**config.mk**
```make
export PLATFORM = sky130hd
export DESIGN_NAME = cmr_mult
export DESIGN_NICKNAME = d
export VERILOG_FILES = /design/src/cmr_pkg.sv /design/src/cmr_mult.sv /design/src/cmr_slice.sv
export VERILOG_INCLUDE_DIRS = /design/src
export SDC_FILE = /design/constraint.sdc
export NUM_CORES = 2
export LEC_CHECK = 0
export ABC_AREA = 0
export BUFFER_PORTS_ARGS = -buffer_cell sky130_fd_sc_hd__clkbuf_2
export CORE_UTILIZATION = 64
export DETAILED_ROUTE_END_ITERATION = 8
export HOLD_SLACK_MARGIN = 0.03
export PLACE_DENSITY = 0.83
export SETUP_SLACK_MARGIN = 0.2
export SYNTH_ARGS = -nofsm -noshare
export SYNTH_HDL_FRONTEND = slang
export SYNTH_HIERARCHICAL = 1
export SYNTH_SLANG_ARGS = --single-unit
export TNS_END_PERCENT = 50
```
**constraint.sdc**
```tcl
create_clock -name clk -period 23.7 [get_ports clk]
set_input_delay 2.37 -clock clk [delete_from_list [all_inputs] [get_ports clk]]
set_output_delay 2.37 -clock clk [all_outputs]
set_load 0.02 [all_outputs]
```
**src/cmr_cfg.svh**
```systemverilog
/*
 * constants for the cascaded multiplier: slice geometry, rounding
 * positions, reset values. assumes inclusion by the slice and cascade files.
 */
`ifndef CMR_CFG_SVH
`define CMR_CFG_SVH

`define CMR_SLICE_W      8
`define CMR_SLICES       7
`define CMR_RND_U_BIT    7
`define CMR_RND_S_BIT    6
`define CMR_LOW_DROP_SUM 4
`define CMR_CNT_RST      3'h0
`define CMR_FLAG_RST     1'b0

`endif

```
**src/cmr_pkg.sv**
```systemverilog
/*
 * types shared by the slice and the cascade.
 * assumes nothing beyond a systemverilog compiler.
 */
`default_nettype none

package cmr_pkg;

    // per-slice interpretation and rounding controls
    typedef struct packed {
        logic a_signed;
        logic b_signed;
        logic rnd_s;
        logic rnd_u;
    } cmr_ctl_t;

    typedef enum logic {CMR_IDLE, CMR_RUN} cmr_state_t;

endpackage : cmr_pkg

`default_nettype wire

```
**src/cmr_mult.sv**
```systemverilog
/*
 * 56x56 multiplier cascaded from 8x8 slices, serial-parallel or fully
 * parallel, plus one registered stand-alone slice with rounding.
 * assumes synchronous inputs on clk and a host that keeps rounding
 * off when it consumes the whole 16-bit slice product.
 */
`include "cmr_cfg.svh"
`default_nettype none

////////////////////////////////////////////////////////////////////////////////
// What this block does
// - operand bit 7 is sign when control high
// - both selects low disable rounding
// - unsigned rounding keeps product bits 15..8
// - signed rounding keeps product bits 14..7
// - rounding injects one below kept field
// - both selects high add three mid-product
// - serial form: seven slices, seven cycles
// - first cycle loads low byte partial product
// - later bytes add in, shifted eight more
// - parallel form: seven ranks, forty-nine slices
// - high-half-only option uses thirty-four slices
// - slice high byte adds next slice low byte
// - rank adder carries through to top
// - lowest rank byte bypasses rank adder
module cmr_mult #(
    parameter int N         = `CMR_SLICES,
    parameter bit PARALLEL  = 1'b0,
    parameter bit HIGH_ONLY = 1'b0
) (
    input  wire logic              clk,
    input  wire logic              rstn,
    input  wire logic [7:0]        s_a,
    input  wire logic [7:0]        s_b,
    input  wire cmr_pkg::cmr_ctl_t s_ctl,
    output logic [15:0]            s_prod,
    input  wire logic              start,
    input  wire logic [8*N-1:0]    mcand,
    input  wire logic [8*N-1:0]    mplier,
    output logic [16*N-1:0]        product,
    output logic                   busy,
    output logic                   done
);

    localparam int W = 8 * N;
    localparam cmr_pkg::cmr_ctl_t CTL_PLAIN = '0;  // cascade is unsigned, unrounded

    // combine one rank of slice products
    function automatic logic [W+7:0] rank_sum(input logic [16*N-1:0] p);
        logic [W-1:0] hi;
        logic [W-1:0] lo;
        hi = '0;
        lo = '0;
        for (int j = 0; j < N; j++) begin
            hi[8*j +: 8] = p[16*j+8 +: 8];
            if (j > 0) begin
                lo[8*(j-1) +: 8] = p[16*j +: 8];
            end
        end
        // one rank-wide adder, carry runs to the top byte
        rank_sum = {hi + lo, p[7:0]};
    endfunction : rank_sum

    ////////////////////////////////////////////////////////////////////////////
    // stand-alone slice, registered
    wire logic [15:0] s_comb;

    cmr_slice u_single (
        .a    (s_a),
        .b    (s_b),
        .ctl  (s_ctl),
        .prod (s_comb)
    );

    always_ff @(posedge clk or negedge rstn) begin
        if (!rstn) begin
            s_prod <= '0;
        end else begin
            s_prod <= s_comb;
        end
    end

    ////////////////////////////////////////////////////////////////////////////
    generate
        if (!PARALLEL) begin : g_serial
            cmr_pkg::cmr_state_t state;
            logic [2:0]      cnt;
            logic [W-1:0]    mc;
            logic [W-1:0]    mp;
            logic [2*W-1:0]  acc;
            wire logic [7:0]     digit;
            wire logic [16*N-1:0] sp;
            wire logic [W+7:0]   rank;
            wire logic [2*W-1:0] shifted;
            wire logic [2*W-1:0] next_acc;
            wire logic           last;

            assign digit = mp[8*cnt +: 8];
            for (genvar j = 0; j < N; j++) begin : g_rank
                cmr_slice u_sl (
                    .a    (mc[8*j +: 8]),
                    .b    (digit),
                    .ctl  (CTL_PLAIN),
                    .prod (sp[16*j +: 16])
                );
            end
            assign rank     = rank_sum(sp);
            assign shifted  = (2*W)'(rank) << {cnt, 3'h0};
            // first cycle loads, so no stale sum from the last product
            assign next_acc = (cnt == `CMR_CNT_RST) ? shifted
                                                    : acc + shifted;
            assign last     = (cnt == 3'(N - 1));

            always_ff @(posedge clk or negedge rstn) begin
                if (!rstn) begin
                    state   <= cmr_pkg::CMR_IDLE;
                    cnt     <= `CMR_CNT_RST;
                    mc      <= '0;
                    mp      <= '0;
                    acc     <= '0;
                    product <= '0;
                    busy    <= `CMR_FLAG_RST;
                    done    <= `CMR_FLAG_RST;
                end else begin
                    done <= 1'b0;
                    unique case (state)
                        cmr_pkg::CMR_IDLE: begin
                            if (start) begin
                                mc    <= mcand;
                                mp    <= mplier;
                                cnt   <= `CMR_CNT_RST;
                                busy  <= 1'b1;
                                state <= cmr_pkg::CMR_RUN;
                            end
                        end
                        cmr_pkg::CMR_RUN: begin
                            acc <= next_acc;
                            cnt <= cnt + 3'h1;
                            if (last) begin
                                product <= next_acc;
                                done    <= 1'b1;
                                busy    <= 1'b0;
                                state   <= cmr_pkg::CMR_IDLE;
                            end
                        end
                    endcase
                end
            end

            // rank output is mcand times the current multiplier byte
            rank_val_a: assert property (@(posedge clk) disable iff (!rstn)
                state == cmr_pkg::CMR_RUN |-> rank == (W+8)'(mc) * (W+8)'(digit))
                else $error("rank sum wrong");
            first_load_a: assert property (@(posedge clk) disable iff (!rstn)
                state == cmr_pkg::CMR_RUN && cnt == 3'h0 |=> acc == (2*W)'($past(rank)))
                else $error("first partial product not loaded");
            ser_timing_a: assert property (@(posedge clk) disable iff (!rstn)
                start && state == cmr_pkg::CMR_IDLE |=> busy && !done [*7] ##1 done && !busy)
                else $error("serial product not done in seven cycles");
            ser_value_a: assert property (@(posedge clk) disable iff (!rstn)
                done |-> product == (2*W)'(mc) * (2*W)'(mp))
                else $error("serial product wrong");
            ser_done_c: cover property (@(posedge clk) disable iff (!rstn) done);
        end else begin : g_parallel
            wire logic [16*N-1:0] pp [N];
            wire logic [W+7:0]    rk [N];
            logic [2*W-1:0]       next_product;

            for (genvar i = 0; i < N; i++) begin : g_rank
                for (genvar j = 0; j < N; j++) begin : g_sl
                    // slices with i + j of 4 or less vanish when only the top half is read
                    if (HIGH_ONLY && (i + j <= `CMR_LOW_DROP_SUM)) begin : g_off
                        assign pp[i][16*j +: 16] = 16'h0000;
                    end else begin : g_on
                        cmr_slice u_sl (
                            .a    (mcand[8*j +: 8]),
                            .b    (mplier[8*i +: 8]),
                            .ctl  (CTL_PLAIN),
                            .prod (pp[i][16*j +: 16])
                        );
                    end
                end
                assign rk[i] = rank_sum(pp[i]);
            end

            // rank i weighted like cycle i of the serial form
            always_comb begin
                next_product = '0;
                for (int i = 0; i < N; i++) begin
                    next_product = next_product + ((2*W)'(rk[i]) << (8 * i));
                end
            end

            always_ff @(posedge clk or negedge rstn) begin
                if (!rstn) begin
                    product <= '0;
                    busy    <= `CMR_FLAG_RST;
                    done    <= `CMR_FLAG_RST;
                end else begin
                    busy <= 1'b0;
                    done <= start;
                    if (start) begin
                        product <= next_product;
                    end
                end
            end

            par_value_a: assert property (@(posedge clk) disable iff (!rstn)
                start && !HIGH_ONLY
                |=> done && product == (2*W)'($past(mcand)) * (2*W)'($past(mplier)))
                else $error("parallel product wrong");
            par_low_a: assert property (@(posedge clk) disable iff (!rstn)
                start && !HIGH_ONLY |=> product[7:0] == 8'($past(mcand[7:0]) * $past(mplier[7:0])))
                else $error("low byte bypass wrong");
            par_done_c: cover property (@(posedge clk) disable iff (!rstn) done);
        end
    endgenerate

    ////////////////////////////////////////////////////////////////////////////
    // stand-alone slice checks
    wire logic plain_ops;
    assign plain_ops = !s_ctl.a_signed && !s_ctl.b_signed;

    no_round_a: assert property (@(posedge clk) disable iff (!rstn)
        plain_ops && !s_ctl.rnd_s && !s_ctl.rnd_u
        |=> s_prod == 16'($past(s_a)) * 16'($past(s_b)))
        else $error("unrounded product wrong");
    signed_mul_a: assert property (@(posedge clk) disable iff (!rstn)
        s_ctl == 4'hc
        |=> s_prod == 16'($signed($past(s_a))) * 16'($signed($past(s_b))))
        else $error("signed product wrong");
    round_u_a: assert property (@(posedge clk) disable iff (!rstn)
        plain_ops && s_ctl.rnd_u && !s_ctl.rnd_s
        |=> s_prod == 16'($past(s_a)) * 16'($past(s_b)) + 16'h0080)
        else $error("unsigned rounding wrong");
    round_s_a: assert property (@(posedge clk) disable iff (!rstn)
        plain_ops && s_ctl.rnd_s && !s_ctl.rnd_u
        |=> s_prod == 16'($past(s_a)) * 16'($past(s_b)) + 16'h0040)
        else $error("signed rounding wrong");
    round_both_a: assert property (@(posedge clk) disable iff (!rstn)
        plain_ops && s_ctl.rnd_s && s_ctl.rnd_u
        |=> s_prod == 16'($past(s_a)) * 16'($past(s_b)) + 16'h00c0)
        else $error("double rounding wrong");

    round_u_c: cover property (@(posedge clk) disable iff (!rstn) s_ctl.rnd_u && !s_ctl.rnd_s);
    signed_c:  cover property (@(posedge clk) disable iff (!rstn) s_ctl.a_signed && s_ctl.b_signed);

endmodule : cmr_mult

`default_nettype wire

```
**src/cmr_slice.sv**
```systemverilog
/*
 * one 8x8 flow-through multiplier slice with rounding injection.
 * assumes cmr_cfg.svh and cmr_pkg; purely combinational, no clock.
 */
`include "cmr_cfg.svh"
`default_nettype none

module cmr_slice (
    input  wire logic [7:0]       a,
    input  wire logic [7:0]       b,
    input  wire cmr_pkg::cmr_ctl_t ctl,
    output logic [15:0]           prod
);

    wire logic signed [8:0]  ax;
    wire logic signed [8:0]  bx;
    wire logic signed [17:0] full;
    wire logic [15:0]        rnd_vec;

    // high control makes bit 7 a sign bit, low keeps it a magnitude bit
    assign ax = {ctl.a_signed & a[7], a};
    assign bx = {ctl.b_signed & b[7], b};
    assign full = ax * bx;
    // single one just below the kept field; both selects add three
    assign rnd_vec = (16'(ctl.rnd_u) << `CMR_RND_U_BIT)
                   + (16'(ctl.rnd_s) << `CMR_RND_S_BIT);
    assign prod = full[15:0] + rnd_vec;

endmodule : cmr_slice

`default_nettype wire

```
==> flow_metrics.tcl <==
set metrics [dict create \
    area_growth_pct 7.230 \
    drv_slew 0 \
    start_util_pct 64.61 \
    hold_path_depth 2 \
    drtIter0Drc 3996 \
    cts_resized 0 \
    yosysSeqAreaShare_pct 18.29 \
    rsz0062_at_grt "false" \
    yosys_register_bits 358 \
    fin_nets 6862 \
    grt_busiest_layer "met2" \
    fin_skew_ps 27.57 \
    grt_pass1_wl_mm 232.1 \
    antenna_found_initial 3 \
    final_cell_area_mm2 0.05253 \
    crit_path_max_fanout 43 \
    fmax_ghz 0.06703 \
    final.min_clock_period_ps 14920 \
    finalCritPeriodShare_pct 62.95 \
    routed-via-count 42120 \
    rows 101 \
    die_x_um 278.7 \
    dieArea_mm2 0.07766 \
    ant_nets 0 \
    wl_per_cell_um 21.17 \
    grtUsageMet1_pct 50.50 \
    r2r_cells 46 \
    slew_headroom_pct 24.76 \
    worst_setup_path_end_kind "flop" \
    crit_arrival_ps 15380 \
    grt_max_degree 151 \
    cts_htree_levels 2 \
    clk_latency_ps 620 \
    vias_per_cell 6.188 \
    critical-path-max-stage-delay_ps 860 \
    met3_usage_pct 5.707 \
    grt_usage_pct 37.78 \
    drc 0 \
    ios 265 \
    cts_inserted_buffers 44 \
    status "finished, final reports clean" \
    met2_usage_pct 61.19 \
    synth_edf_count 0 \
    crit_path_frequent_cell "inv_1" \
    core_area_mm2 0.07582 \
    drt-pass1-iter-count 6 \
    grt.overflow.total 0 \
    cts_setup_buffers 0 \
    synthDistinctLibCells 87 \
    cts_root_buffer "clkbuf_16" \
    cts_hold_buffers 0 \
    slowest_stage "nor2_2" \
    synth_warnings 6 \
    hold_class "flop to flop" \
    fin_setup_tns_ps 0 \
    synth.avg_cell_area_um2 8.601 \
    timing.final.ws_setup_ps 8781 \
    die_h_um 278.7 \
    place_ws_ps 9266 \
    async_flop_share_pct 100.0 \
    crit_type "flop to flop" \
    dpl-instance-area_mm2 0.05103 \
    cts_num_sinks 358 \
    grt_pass1_vias 42980 \
    wl_mm 144.1 \
    synth_flop_cell "dfrtp_1" \
    dp_hpwl_mm 112.4 \
    gp_congestion 1.009 \
    hold_violations 0 \
    clk_pin_slew_worst_paths_ps 60 \
    cts_buffer_depth 3 \
    port_buffers 264 \
    drive_above_1_share_pct 11.26 \
    cp-start-kind "flop" \
    cts_tree "done" \
    tightest_slew_ps 1097 \
    syn_inst 5696 \
    setup_violations 0 \
    max-cap-violations 0 \
    required_ps 24160 \
    synth_area_mm2 0.04899 \
]
[registers in the layout, summed over array words and instances (netlist names), 3 cells and up]
signal	cells
g_serial.acc	112
g_serial.cnt	3
g_serial.mc	56
g_serial.mp	56
product	112
s_prod	16
[cell type report]
class                      count  area [um^2]
fill                        5933        23290
sequential                   358         8971
tap                          978         1224
clock buffer                  56         1246
timing repair buffer         303         1637
multi-input combinational   4439        36780
clock inverter                25        251.5
antenna                        2        5.005
inverter                     645         2422
[worst max-delay path, delay by kind of cell (launching register included)]
family	cells	cell delay, ps
AO/OA/AOI/OAI	14	4360
XOR/XNOR	3	840
adder cells (fa/ha/maj)	8	3570
buffers and inverters	7	960
flip-flops	1	670
multiplexers	2	420
AND/OR/NAND/NOR	12	3890
[synthesized netlist by cell type, drive strengths merged (12+ instances only)]
cell type | n | area share [%]
nor4 | 15 | 0.19
inv | 644 | 4.9
o21ai | 320 | 3.3
and3 | 30 | 0.40
or3 | 18 | 0.23
o31ai | 37 | 0.57
a21boi | 15 | 0.23
mux4 | 12 | 0.55
or2 | 51 | 0.65
dfrtp | 358 | 18
a31oi | 46 | 0.77
a21o | 122 | 1.9
buf | 23 | 0.18
xnor2 | 214 | 3.8
nand3 | 53 | 0.54
ha | 414 | 11
a21oi | 348 | 3.6
o211ai | 26 | 0.40
o21bai | 57 | 0.88
xor2 | 78 | 1.4
nor2 | 336 | 2.6
a221oi | 14 | 0.28
and2 | 272 | 3.5
o221ai | 22 | 0.39
mux2i | 55 | 1.1
o2bb2ai | 15 | 0.27
nand2b | 16 | 0.20
nand4 | 75 | 0.96
o21a | 50 | 0.77
nor3 | 56 | 0.57
nand2 | 768 | 5.9
mux2 | 143 | 3.3
nor2b | 32 | 0.41
fa | 522 | 21
a211oi | 17 | 0.26
clkbuf | 271 | 2.1
[cell families (layout without fill, tap and decap cells)]
logic type / count (synthesis) / in the layout / synth area share, %
XOR/XNOR: 292 / 292 / 5.220
flip-flops: 358 / 358 / 18.29
adder cells (fa/ha/maj): 936 / 936 / 31.90
multiplexers: 210 / 210 / 4.962
other: 1 / 43 / 0.007655
buffers and inverters: 939 / 1029 / 7.202
AO/OA/AOI/OAI: 1214 / 1214 / 15.92
AND/OR/NAND/NOR: 1746 / 1746 / 16.50
[worst paths after layout]
check	from	end	slack (ps)
setup / recovery	g_serial.cnt[0]	g_serial.acc[85]	8780
hold / removal	product[72]	product[72]	470
setup reg to reg	g_serial.cnt[0]	g_serial.acc[85]	8780
hold reg to reg	product[72]	product[72]	470
max in group asynchronous	rstn	s_prod[12]	19750
min in group asynchronous	rstn	product[29]	1770
[cell usage in the layout (no fill, tap or decap), types with 26 or more instances in the layout]
master | Yosys | routed
and2_1 | 272 | 272
dfrtp_1 | 358 | 354
nand2_1 | 768 | 767
fa_1 | 522 | 522
o21a_1 | 50 | 50
o211ai_1 | 26 | 26
xor2_1 | 78 | 78
o21ai_0 | 307 | 299
a21oi_1 | 347 | 347
nor3_1 | 56 | 56
a21o_1 | 121 | 121
nor2_1 | 336 | 335
nor2b_1 | 32 | 30
o21bai_1 | 56 | 56
conb_1 | 1 | 41
buf_4 | 0 | 38
mux2i_1 | 55 | 55
xnor2_1 | 214 | 214
o31ai_1 | 37 | 37
or2_2 | 49 | 49
clkbuf_16 | 0 | 44
and3_1 | 28 | 28
inv_1 | 643 | 642
ha_1 | 414 | 414
nand4_1 | 75 | 75
mux2_2 | 143 | 143
a31oi_1 | 40 | 40
nand3_1 | 53 | 52
clkbuf_2 | 0 | 263
[through the flow]
step | hold slack (ps) | cells | util (%)
final | 471.2 | 6806 | 69.28
after global routing | 492.0 | 6806 | 69.28
after CTS | 480.3 | 6804 | 69.28
after detailed placement | 465.5 | 6723 | 67.30
after global placement | 459.9 | 6723 | 67.30
after floorplan | 457.3 | 5736 | -
[per-layer routing]
metal / wire length, um / up-vias
li1: - / 19150
met1: 59100 / 20690
met2: 66770 / 1897
met3: 11620 / 374
met4: 6599 / 2
met5: 13 / -
Power is left out: the tool's default activity adds up to more than one toggle a clock period on the data nets, which glitch-free logic cannot reach.
